File: src/pkg/spcg_pkg.sv
package spcg_pkg;

  // ----------------------------------------
  // Sizes and register map
  // ----------------------------------------
  localparam int SPCG_NUM_PORTS = 8;
  localparam int SPCG_ADDR_WIDTH = 12;
  localparam int SPCG_INDEX_WIDTH = 3;
  localparam logic [11:0] SPCG_SLEEP_GATES_OFFSET = 12'h118;
  localparam logic [11:0] SPCG_INT_STATUS_OFFSET = 12'h200;
  localparam logic [11:0] SPCG_INT_MASK_OFFSET = 12'h204;
  localparam logic [11:0] SPCG_GATE_STATUS_OFFSET = 12'h208;

  // ----------------------------------------
  // Field positions and reset values
  // ----------------------------------------
  localparam int SPCG_GATE_LSB = 0;
  localparam int SPCG_GATE_MSB = 7;
  localparam int SPCG_INT_WIDTH = 2;
  localparam int SPCG_INT_FAULT_BIT = 0;
  localparam int SPCG_INT_CHANGE_BIT = 1;
  localparam int SPCG_STAT_MODE_LSB = 8;
  localparam int SPCG_STAT_SELECT_BIT = 10;
  localparam logic [31:0] SPCG_SLEEP_GATES_RESET = 32'h0000_0000;
  localparam logic [7:0] SPCG_ENABLES_RESET = 8'h00;
  localparam logic [1:0] SPCG_INT_RESET = 2'h0;
  localparam logic [31:0] SPCG_READ_RESET = 32'h0000_0000;

  // ----------------------------------------
  // Types
  // ----------------------------------------
  typedef enum logic [1:0] {
    SPCG_MODE_RUN,
    SPCG_MODE_SLEEP,
    SPCG_MODE_DEEP
  } spcg_mode_t;

  typedef struct packed {
    logic psel;
    logic penable;
    logic pwrite;
    logic [SPCG_ADDR_WIDTH-1:0] paddr;
    logic [31:0] pwdata;
  } spcg_apb_req_t;

  typedef struct packed {
    logic [31:0] prdata;
    logic pready;
    logic pslverr;
  } spcg_apb_rsp_t;

  typedef struct packed {
    logic [SPCG_NUM_PORTS-1:0] sleepGates;
    logic [SPCG_NUM_PORTS-1:0] enables;
    spcg_mode_t mode;
    logic [SPCG_INT_WIDTH-1:0] intStatus;
    logic [SPCG_INT_WIDTH-1:0] intMask;
    logic [31:0] readData;
  } spcg_state_t;

endpackage

File: src/spcg_fault_check.sv
`timescale 1ns/10ps
`default_nettype none
module spcg_fault_check
  import spcg_pkg::*;
#(
  parameter int NumPorts = SPCG_NUM_PORTS,
  parameter int IndexWidth = SPCG_INDEX_WIDTH
) (
  // Current clock enables.
  input wire logic [NumPorts-1:0] portEnables,
  // Access from the system bus to one port.
  input wire logic portAccess,
  input wire logic [IndexWidth-1:0] portIndex,
  // Decision on that access.
  output logic portBusFault,
  output logic portGrant
);

  logic [NumPorts-1:0] faultVec;

  // An access to a port without clock faults instead of completing.
  for (genvar i = 0; i < NumPorts; i++) begin : g_port
    assign faultVec[i] = portAccess && (portIndex == IndexWidth'(i)) && !portEnables[i];
  end

  assign portBusFault = |faultVec;
  assign portGrant = portAccess && !portBusFault;

endmodule
`default_nettype wire

File: src/spcg_gate_select.sv
`timescale 1ns/10ps
`default_nettype none
module spcg_gate_select
  import spcg_pkg::*;
#(
  parameter int NumPorts = SPCG_NUM_PORTS
) (
  // Power state and gating select.
  input wire logic inSleep,
  input wire logic inDeepSleep,
  input wire logic autoSleepGatingSelect,
  // Candidate gate sets.
  input wire logic [NumPorts-1:0] runGates,
  input wire logic [NumPorts-1:0] sleepGates,
  input wire logic [NumPorts-1:0] deepGates,
  // Chosen set and the mode that chose it.
  output logic [NumPorts-1:0] selectedGates,
  output spcg_mode_t mode
);

  // Sleep sets apply only while automatic gating is selected.
  always_comb begin
    if (autoSleepGatingSelect && inDeepSleep) begin
      mode = SPCG_MODE_DEEP;
    end else if (autoSleepGatingSelect && inSleep) begin
      mode = SPCG_MODE_SLEEP;
    end else begin
      mode = SPCG_MODE_RUN;
    end
  end

  // Each port picks its enable from the set of the chosen mode.
  for (genvar i = 0; i < NumPorts; i++) begin : g_port
    assign selectedGates[i] = (mode == SPCG_MODE_DEEP) ? deepGates[i] :
                              (mode == SPCG_MODE_SLEEP) ? sleepGates[i] : runGates[i];
  end

endmodule
`default_nettype wire

File: src/spcg_sleep_gates.sv
// Summary of operation
// Each set gate bit clocks its port, which then works normally.
// A cleared gate bit stops the port clock and keeps the port disabled.
// Any access to a port without clock ends in a bus fault.
// Reset loads the whole sleep gate register with zero.
// Ports A to H map onto bits 0 to 7, read/write, reset zero.
// Bits 31 to 8 read as zero and ignore writes.
// Software keeps reserved bits by writing back what it read.
// Sleep set rules in Sleep, run set when running, deep set in Deep-Sleep.
// Sleep sets are used only while automatic gating select is set.
// Without automatic gating select, the run set also governs Sleep.
`timescale 1ns/10ps
`default_nettype none
module spcg_sleep_gates
  import spcg_pkg::*;
(
  // Clock and reset.
  input wire logic clock,
  input wire logic rst_n,
  // Register bus.
  input wire spcg_apb_req_t apbReq,
  output spcg_apb_rsp_t apbRsp,
  // Power state and the other gate sets.
  input wire logic inSleep,
  input wire logic inDeepSleep,
  input wire logic autoSleepGatingSelect,
  input wire logic [SPCG_NUM_PORTS-1:0] runPortClockGates,
  input wire logic [SPCG_NUM_PORTS-1:0] deepSleepPortClockGates,
  // Port accesses from the system bus.
  input wire logic portAccess,
  input wire logic [SPCG_INDEX_WIDTH-1:0] portIndex,
  output logic portBusFault,
  output logic portGrant,
  // Clock enables to the port clock gate cells.
  output logic [SPCG_NUM_PORTS-1:0] portClockEnable,
  // Interrupt.
  output logic irq
);

  // ----------------------------------------
  // Decoding
  // ----------------------------------------

  // True when an aligned address hits a register offset.
  function automatic logic regHit(input logic [SPCG_ADDR_WIDTH-1:0] addr,
                                  input logic [SPCG_ADDR_WIDTH-1:0] offset);
    regHit = (addr[SPCG_ADDR_WIDTH-1:2] == offset[SPCG_ADDR_WIDTH-1:2]) && (addr[1:0] == 2'h0);
  endfunction

  spcg_state_t state;
  spcg_state_t next_state;
  logic [SPCG_NUM_PORTS-1:0] selectedGates;
  spcg_mode_t selectedMode;
  logic setupPhase;
  logic accessPhase;
  logic hitSleep;
  logic hitStatus;
  logic hitMask;
  logic hitGateStat;
  logic hitAny;
  logic writeAccess;
  logic [SPCG_INT_WIDTH-1:0] events;
  logic [31:0] readValue;

  // Bus phases and register hits.
  assign setupPhase = apbReq.psel && !apbReq.penable;
  assign accessPhase = apbReq.psel && apbReq.penable;
  assign hitSleep = regHit(apbReq.paddr, SPCG_SLEEP_GATES_OFFSET);
  assign hitStatus = regHit(apbReq.paddr, SPCG_INT_STATUS_OFFSET);
  assign hitMask = regHit(apbReq.paddr, SPCG_INT_MASK_OFFSET);
  assign hitGateStat = regHit(apbReq.paddr, SPCG_GATE_STATUS_OFFSET);
  assign hitAny = hitSleep || hitStatus || hitMask || hitGateStat;
  assign writeAccess = accessPhase && apbReq.pwrite && hitAny;

  // ----------------------------------------
  // Gate selection and fault check
  // ----------------------------------------

  // Chooses the gate set that the power state calls for.
  spcg_gate_select #(
    .NumPorts(SPCG_NUM_PORTS)
  ) u_select (
    .inSleep(inSleep),
    .inDeepSleep(inDeepSleep),
    .autoSleepGatingSelect(autoSleepGatingSelect),
    .runGates(runPortClockGates),
    .sleepGates(state.sleepGates),
    .deepGates(deepSleepPortClockGates),
    .selectedGates(selectedGates),
    .mode(selectedMode)
  );

  // Faults accesses to ports whose clock is off.
  spcg_fault_check #(
    .NumPorts(SPCG_NUM_PORTS),
    .IndexWidth(SPCG_INDEX_WIDTH)
  ) u_fault (
    .portEnables(state.enables),
    .portAccess(portAccess),
    .portIndex(portIndex),
    .portBusFault(portBusFault),
    .portGrant(portGrant)
  );

  // Events that set sticky status bits.
  always_comb begin
    events = SPCG_INT_RESET;
    events[SPCG_INT_FAULT_BIT] = portBusFault;
    events[SPCG_INT_CHANGE_BIT] = (selectedGates != state.enables);
  end

  // ----------------------------------------
  // Read data
  // ----------------------------------------

  // Reserved bits of every register read as zero.
  always_comb begin
    readValue = SPCG_READ_RESET;
    if (hitSleep) begin
      readValue[SPCG_GATE_MSB:SPCG_GATE_LSB] = state.sleepGates;
    end else if (hitStatus) begin
      readValue[SPCG_INT_WIDTH-1:0] = state.intStatus;
    end else if (hitMask) begin
      readValue[SPCG_INT_WIDTH-1:0] = state.intMask;
    end else if (hitGateStat) begin
      readValue[SPCG_GATE_MSB:SPCG_GATE_LSB] = state.enables;
      readValue[SPCG_STAT_MODE_LSB+1:SPCG_STAT_MODE_LSB] = state.mode;
      readValue[SPCG_STAT_SELECT_BIT] = autoSleepGatingSelect;
    end
  end

  // ----------------------------------------
  // Next state
  // ----------------------------------------

  // Register writes, sticky status and the applied enables.
  always_comb begin
    next_state = state;
    // The applied set follows the power state one cycle later.
    next_state.enables = selectedGates;
    next_state.mode = selectedMode;
    // Read data is captured in the setup phase for a zero-wait access.
    if (setupPhase && !apbReq.pwrite) begin
      next_state.readData = readValue;
    end
    if (writeAccess && hitSleep) begin
      // Only the low eight bits store; the rest are dropped.
      next_state.sleepGates = apbReq.pwdata[SPCG_GATE_MSB:SPCG_GATE_LSB];
    end
    if (writeAccess && hitMask) begin
      next_state.intMask = apbReq.pwdata[SPCG_INT_WIDTH-1:0];
    end
    if (writeAccess && hitStatus) begin
      next_state.intStatus = state.intStatus & ~apbReq.pwdata[SPCG_INT_WIDTH-1:0];
    end
    // A new event wins over a clear in the same cycle.
    next_state.intStatus = next_state.intStatus | events;
  end

  // State register with synchronous reset.
  always_ff @(posedge clock) begin
    if (!rst_n) begin
      state.sleepGates <= SPCG_SLEEP_GATES_RESET[SPCG_GATE_MSB:SPCG_GATE_LSB];
      state.enables <= SPCG_ENABLES_RESET;
      state.mode <= SPCG_MODE_RUN;
      state.intStatus <= SPCG_INT_RESET;
      state.intMask <= SPCG_INT_RESET;
      state.readData <= SPCG_READ_RESET;
    end else begin
      state <= next_state;
    end
  end

  // ----------------------------------------
  // Outputs
  // ----------------------------------------

  // Zero-wait slave; unmapped or misaligned addresses answer with an error.
  assign apbRsp = '{
    prdata: state.readData,
    pready: accessPhase,
    pslverr: accessPhase && !hitAny
  };

  // The clock enables drive each port's gate cell and enable.
  assign portClockEnable = state.enables;

  // Level interrupt while any unmasked status bit is set.
  assign irq = |(state.intStatus & state.intMask);

  // ----------------------------------------
  // Assertions
  // ----------------------------------------

  // Reset clears the sleep gates and the clock enables.
  property p_reset_clear;
    @(posedge clock) !rst_n |=> (state.sleepGates == SPCG_ENABLES_RESET) && (portClockEnable == SPCG_ENABLES_RESET);
  endproperty
  a_reset_clear: assert property (p_reset_clear) else $error("Gates not zero after reset.");

  // A write to the sleep register stores exactly the low eight bits.
  property p_write_gates;
    @(posedge clock) disable iff (!rst_n)
      (accessPhase && apbReq.pwrite && hitSleep)
      |=> state.sleepGates == $past(apbReq.pwdata[SPCG_GATE_MSB:SPCG_GATE_LSB]);
  endproperty
  a_write_gates: assert property (p_write_gates) else $error("Sleep gate write not stored.");

  // Reading the sleep register shows zeros above bit seven.
  property p_reserved_zero;
    @(posedge clock) disable iff (!rst_n)
      (accessPhase && !apbReq.pwrite && hitSleep) |-> (apbRsp.prdata[31:8] == 24'h00_0000);
  endproperty
  a_reserved_zero: assert property (p_reserved_zero) else $error("Reserved bits read nonzero.");

  // In Sleep with automatic gating the sleep set is applied next cycle.
  property p_sleep_apply;
    @(posedge clock) disable iff (!rst_n)
      (autoSleepGatingSelect && inSleep && !inDeepSleep) |=> portClockEnable == $past(state.sleepGates);
  endproperty
  a_sleep_apply: assert property (p_sleep_apply) else $error("Sleep set not applied.");

  // In Deep-Sleep with automatic gating the deep set is applied.
  property p_deep_apply;
    @(posedge clock) disable iff (!rst_n)
      (autoSleepGatingSelect && inDeepSleep) |=> portClockEnable == $past(deepSleepPortClockGates);
  endproperty
  a_deep_apply: assert property (p_deep_apply) else $error("Deep set not applied.");

  // Without automatic gating the run set is applied in every state.
  property p_run_apply;
    @(posedge clock) disable iff (!rst_n)
      !autoSleepGatingSelect |=> portClockEnable == $past(runPortClockGates);
  endproperty
  a_run_apply: assert property (p_run_apply) else $error("Run set not applied.");

  // An access to a port without clock faults and is not granted.
  property p_fault;
    @(posedge clock) disable iff (!rst_n)
      (portAccess && !portClockEnable[portIndex]) |-> (portBusFault && !portGrant);
  endproperty
  a_fault: assert property (p_fault) else $error("Unclocked access not faulted.");

  // An access to a clocked port is granted without fault.
  property p_clocked_ok;
    @(posedge clock) disable iff (!rst_n)
      (portAccess && portClockEnable[portIndex]) |-> (portGrant && !portBusFault);
  endproperty
  a_clocked_ok: assert property (p_clocked_ok) else $error("Clocked access faulted.");

  // With all selected gates cleared for two cycles, no port is enabled or granted next cycle.
  property p_gate_off;
    @(posedge clock) disable iff (!rst_n)
      (selectedGates == SPCG_ENABLES_RESET) [*2] |=> (portClockEnable == SPCG_ENABLES_RESET) && !portGrant;
  endproperty
  a_gate_off: assert property (p_gate_off) else $error("Gated port still enabled.");

  // A fault sets its sticky bit even during a clear.
  property p_fault_sticky;
    @(posedge clock) disable iff (!rst_n)
      portBusFault |=> state.intStatus[SPCG_INT_FAULT_BIT];
  endproperty
  a_fault_sticky: assert property (p_fault_sticky) else $error("Fault status lost.");

  // ----------------------------------------
  // Register, interrupt and gate selection assertions
  // ----------------------------------------

  // A read of the sleep register returns the stored gates in the low byte.
  property p_read_gates;
    @(posedge clock) disable iff (!rst_n)
      (accessPhase && !apbReq.pwrite && hitSleep)
      |-> (apbRsp.prdata[SPCG_GATE_MSB:SPCG_GATE_LSB] == state.sleepGates);
  endproperty
  a_read_gates: assert property (p_read_gates) else $error("Sleep gate read wrong.");

  // An unmapped read answers with an error and zero data.
  property p_unmapped_read;
    @(posedge clock) disable iff (!rst_n)
      (accessPhase && !apbReq.pwrite && !hitAny)
      |-> apbRsp.pslverr && (apbRsp.prdata == SPCG_READ_RESET);
  endproperty
  a_unmapped_read: assert property (p_unmapped_read) else $error("Unmapped read not refused.");

  // An unmapped write changes neither the gates nor the mask.
  property p_unmapped_write;
    @(posedge clock) disable iff (!rst_n)
      (accessPhase && apbReq.pwrite && !hitAny)
      |=> $stable(state.sleepGates) && $stable(state.intMask);
  endproperty
  a_unmapped_write: assert property (p_unmapped_write) else $error("Unmapped write changed state.");

  // Writing a one clears the fault status when no fault arrives with it.
  property p_status_clear;
    @(posedge clock) disable iff (!rst_n)
      (writeAccess && hitStatus && apbReq.pwdata[SPCG_INT_FAULT_BIT] && !portBusFault)
      |=> !state.intStatus[SPCG_INT_FAULT_BIT];
  endproperty
  a_status_clear: assert property (p_status_clear) else $error("Fault status not cleared.");

  // A change of the applied set raises the change status.
  property p_change_event;
    @(posedge clock) disable iff (!rst_n)
      (selectedGates != portClockEnable) |=> state.intStatus[SPCG_INT_CHANGE_BIT];
  endproperty
  a_change_event: assert property (p_change_event) else $error("Change status not set.");

  // A fault with its mask bit set raises the interrupt on the next cycle.
  property p_irq_fault;
    @(posedge clock) disable iff (!rst_n)
      (portBusFault && state.intMask[SPCG_INT_FAULT_BIT] && !(writeAccess && hitMask)) |=> irq;
  endproperty
  a_irq_fault: assert property (p_irq_fault) else $error("Fault interrupt missing.");

  // Without automatic gating select the sleep register is never applied.
  property p_select_clear;
    @(posedge clock) disable iff (!rst_n)
      (!autoSleepGatingSelect && inSleep && (state.sleepGates != runPortClockGates))
      |=> portClockEnable != $past(state.sleepGates);
  endproperty
  a_select_clear: assert property (p_select_clear) else $error("Sleep set used without select.");

  // Deep-Sleep wins over Sleep when both are signalled with select set.
  property p_deep_priority;
    @(posedge clock) disable iff (!rst_n)
      (autoSleepGatingSelect && inDeepSleep && inSleep) |=> state.mode == SPCG_MODE_DEEP;
  endproperty
  a_deep_priority: assert property (p_deep_priority) else $error("Deep-Sleep not chosen.");

  // Without select the run mode is recorded whatever the power state.
  property p_mode_run;
    @(posedge clock) disable iff (!rst_n)
      !autoSleepGatingSelect |=> state.mode == SPCG_MODE_RUN;
  endproperty
  a_mode_run: assert property (p_mode_run) else $error("Mode not run without select.");

  // A mask write stores the low status bits of the written word.
  property p_mask_write;
    @(posedge clock) disable iff (!rst_n)
      (writeAccess && hitMask) |=> state.intMask == $past(apbReq.pwdata[SPCG_INT_WIDTH-1:0]);
  endproperty
  a_mask_write: assert property (p_mask_write) else $error("Mask write not stored.");

  // Main scenarios.
  c_sleep_write: cover property (@(posedge clock) disable iff (!rst_n) accessPhase && apbReq.pwrite && hitSleep);
  c_fault: cover property (@(posedge clock) disable iff (!rst_n) portBusFault ##1 irq);
  c_sleep_mode: cover property (@(posedge clock) disable iff (!rst_n) state.mode == SPCG_MODE_SLEEP);
  c_deep_mode: cover property (@(posedge clock) disable iff (!rst_n) state.mode == SPCG_MODE_DEEP);
  c_no_select_sleep: cover property (@(posedge clock) disable iff (!rst_n) !autoSleepGatingSelect && inSleep);

endmodule
`default_nettype wire

File: config.mk
export PLATFORM = sky130hd
export DESIGN_NAME = spcg_sleep_gates
export DESIGN_NICKNAME = d
export VERILOG_FILES = /design/src/pkg/spcg_pkg.sv /design/src/spcg_fault_check.sv /design/src/spcg_gate_select.sv /design/src/spcg_sleep_gates.sv
export SDC_FILE = /design/constraint.sdc
export NUM_CORES = 1
export LEC_CHECK = 0
export CORE_MARGIN = 2
export CORE_UTILIZATION = 43
export CTS_BUF_LIST = sky130_fd_sc_hd__clkbuf_8 sky130_fd_sc_hd__clkbuf_16
export CTS_CLUSTER_SIZE = 8
export DETAILED_ROUTE_END_ITERATION = 6
export DONT_BUFFER_PORTS = 1
export GPL_TIMING_DRIVEN = 0
export MAX_ROUTING_LAYER = met4
export SYNTH_ARGS = -nofsm -noshare
export SYNTH_HDL_FRONTEND = slang
export SYNTH_SLANG_ARGS = --single-unit
export TNS_END_PERCENT = 5
File: constraint.sdc
create_clock -name clock -period 2.4 [get_ports clock]
set_input_delay 0.48 -clock clock [delete_from_list [all_inputs] [get_ports clock]]
set_output_delay 0.48 -clock clock [all_outputs]
set_load 0.005 [all_outputs]
==> flow_summary.ini <==
[floorplan]
design.die.area_mm2 = 0.00524
rows = 24
num_io_pins = 117
core-area_mm2 = 0.00444
fp.dieW_um = 72.4
initial_core_util = 0.452
die_h_um = 72.4

[clock_network]
cts_buffers = 5
clock_latency_ns = 0.29
clkSlewWorstSetupHoldPaths_ns = 0.07
cts.sinks = 33
cts_tree = done
clock_path_buffers = 2
hold_buffers = 0
h-tree-depth = 2
clockRootBuffer = clkbuf_8

[timing]
fin_crit_ns = 2.29
holdWs_ns = 0.347
worst_pin_slew_ns = 0.515
hold_violations = 0
setup_viol = 0
rsz0062_at_grt = no
clock_skew_ns = 0.00833
fmax_mhz = 437
maxSlewViolCount = 0
period_share = 0.954
slew_headroom = 0.657

[setup_path]
crit_chain = or4b_1 -> or3_4 -> nor3_4 -> nor4b_1
cpMaxStageDelayCell = or4b_1
reg2reg_to = state[35]
reg2reg_from = state[48]
cp_max_fo = 3
r2r_cells = 5
worstPathArrival_ns = 1.81
cp.required_ns = 1.92
end_kind = output port
crit_buf_inv = 0
path_class = primary input to output port
crit_path_start_kind = primary input
critPathMaxStageDelay_ns = 0.58
crit_family = simple AND/OR/NAND/NOR gates
reg2reg_slack_ns = 0.90

[hold_path]
hp-start = rst_n
worstHoldEndpoint = apbRsp[4]
hold_path.class = primary input to flip-flop
min_path_cells = 1

[routing]
postRouteAntennaNets = 0
wirelength_um = 4950
drc_errors = 0
viasPerCell = 5.34
drt_iter0_drc = 85
vias = 1613
wl_per_cell_um = 16.4
firstDrtPassIters = 4

[logic_synthesis]
netlist_top_cells_count = buf_4 (41), dfxtp_1 (33), nor2b_1 (16)
ys_seq_elements = 33
avgSynthCellArea_um2 = 9.10
synth_top_area_frac = 0.329
synthFlopType = dfxtp_1
synth_edf_count = 0
synth_top_area_cell = dfxtp_1
synthTopCellsByArea = dfxtp_1 (33%), buf_4 (15%), mux2i_1 (5.0%)
synth-seq-area-share = 0.329
syn_inst = 221
synth-async-reset-ratio = 0
yosys_warnings = 0
yosysMostFrequentCell = buf_4
syn_area_mm2 = 0.00201
ys_types = 43

[placement]
place_congestion = 0.760
placed_area_mm2 = 0.00215
dp_hpwl_um = 3740
io_buffer_count = 0

[final_layout]
n_fill_cell = 447
final_nets = 321
antenna_cells = 0
final_layout_size_suffix_gt1_frac = 0.248
fin_area_mm2 = 0.00230
area_growth_pct = 14.6

[power]
p_per_area_mw_per_mm2 = 539
power.leakage_nw = 0.939
peakVddDrop_v = 0.000280

[global_routing]
grt_max_degree = 11
gr-total-overflow = 0
grt_antenna_before_repair = 0
grt_use_total = 0.199
grt_pass1_vias = 1477
grt_pass1_wl_um = 7670

[status]
outcome = finished, final reports clean

[flow_run]
max-cap-violations = 0
[cells by family (layout without fill, tap and decap cells)]
| kind of cell | Yosys count | after routing | share of synthesized area |
|---|---|---|---|
| other cells | 1 | 21 | 0.00187 |
| compound gates | 45 | 45 | 0.173 |
| flops | 33 | 33 | 0.329 |
| simple gates | 68 | 68 | 0.212 |
| xor+xnor | 8 | 8 | 0.0348 |
| buf+inv | 54 | 63 | 0.178 |
| mux | 12 | 12 | 0.0722 |
[what timing repair did]
action                                  CTS  global route
gates cloned                              0             0
endpoints found under the setup margin    1             9
setup buffers                             1             1
resized for setup                         4             1
pin swaps                                 1             1
[metrics by stage]
| stage | setup TNS [ns] | total power [mW] | std cells | worst slack [ns] | utilization |
|---|---|---|---|---|---|
| after global placement | -2.62 | 0.786 | 293 | -0.276 | 0.484 |
| after detailed placement | -2.67 | 0.787 | 293 | -0.245 | 0.484 |
| final | 0 | 1.24 | 302 | 0.111 | 0.518 |
| after global routing | 0 | 1.29 | 302 | 0.0635 | 0.518 |
| after floorplan | 0 | 0.754 | 241 | 0.0148 | - |
| after CTS | 0 | 1.24 | 301 | 0.000397 | 0.513 |
[worst max path at each step]
stage          startpoint         to  slack (ns)  depth (start not counted)
6_report       apbReq[43]  apbRsp[0]        0.11                          4
4_1_cts        apbReq[32]  apbRsp[0]      0.0004                          4
3_5_place_dp   apbReq[32]  apbRsp[0]       -0.24                          5
3_3_place_gp   apbReq[32]  apbRsp[0]       -0.28                          5
2_1_floorplan  apbReq[43]  state[33]        0.01                          6
5_1_grt        apbReq[43]  apbRsp[0]        0.06                          4
[layer usage]
metal  global-route usage  up-vias  share of wire
met5                    -        -              0
met4               0.0617        0          0.012
met3               0.0556        5          0.097
met2                0.279       80           0.42
met1                0.279      737           0.47
li1                     -      791              -
[cells in the final DEF (no fill, tap or decap), types with 3 or more instances in the layout]
| cell type | Yosys | final |
|---|---|---|
| nor2_1 | 8 | 8 |
| a221oi_1 | 6 | 6 |
| conb_1 | 1 | 21 |
| nand2b_1 | 3 | 3 |
| clkbuf_8 | 0 | 7 |
| inv_1 | 3 | 3 |
| clkbuf_1 | 9 | 8 |
| nand2_1 | 10 | 10 |
| o21ai_0 | 4 | 4 |
| a21oi_1 | 7 | 7 |
| and2_1 | 5 | 5 |
| nor3b_1 | 7 | 7 |
| mux2i_1 | 10 | 10 |
| buf_4 | 41 | 43 |
| o32a_1 | 6 | 6 |
| nor2b_1 | 16 | 16 |
| xor2_1 | 6 | 6 |
| nand3_1 | 3 | 3 |
| o22ai_1 | 4 | 4 |
| a22o_1 | 3 | 3 |
| dfxtp_1 | 33 | 33 |
| a21boi_1 | 5 | 5 |
| o221ai_1 | 6 | 6 |
[area by class of cell]
type                            count  area (um2)  share of cell area
Clock inverter                      1        5.00             0.00217
Buffer                             50         345               0.150
Inverter                            3        11.3             0.00489
Sequential cell                    33         661               0.287
Timing Repair Buffer                2        27.5              0.0120
Clock buffer                        7        96.3              0.0418
Tap cell                           52        65.1              0.0282
Multi-Input combinational cell    154        1090               0.474
[power by group]
group	internal, mW	switching [mW]	leakage (nW)
Combinational	0.102	0.0859	0.615
Sequential	0.569	0.0213	0.270
Clock	0.259	0.205	0.0542
Total	0.930	0.312	0.939
[worst register-to-register path: stages (launching register included)]
cell and delay, ns:
dfxtp_1 0.35, o32a_1 0.35, o221ai_1 0.12, xor2_1 0.17, nand4_1 0.13, o31a_1 0.25
[flip-flops by register name (all words and copies together) (netlist names)]
signal,flops
state,14
apbRsp,11
portClockEnable,8
No activity file was read; power rests on OpenSTA's default activity.
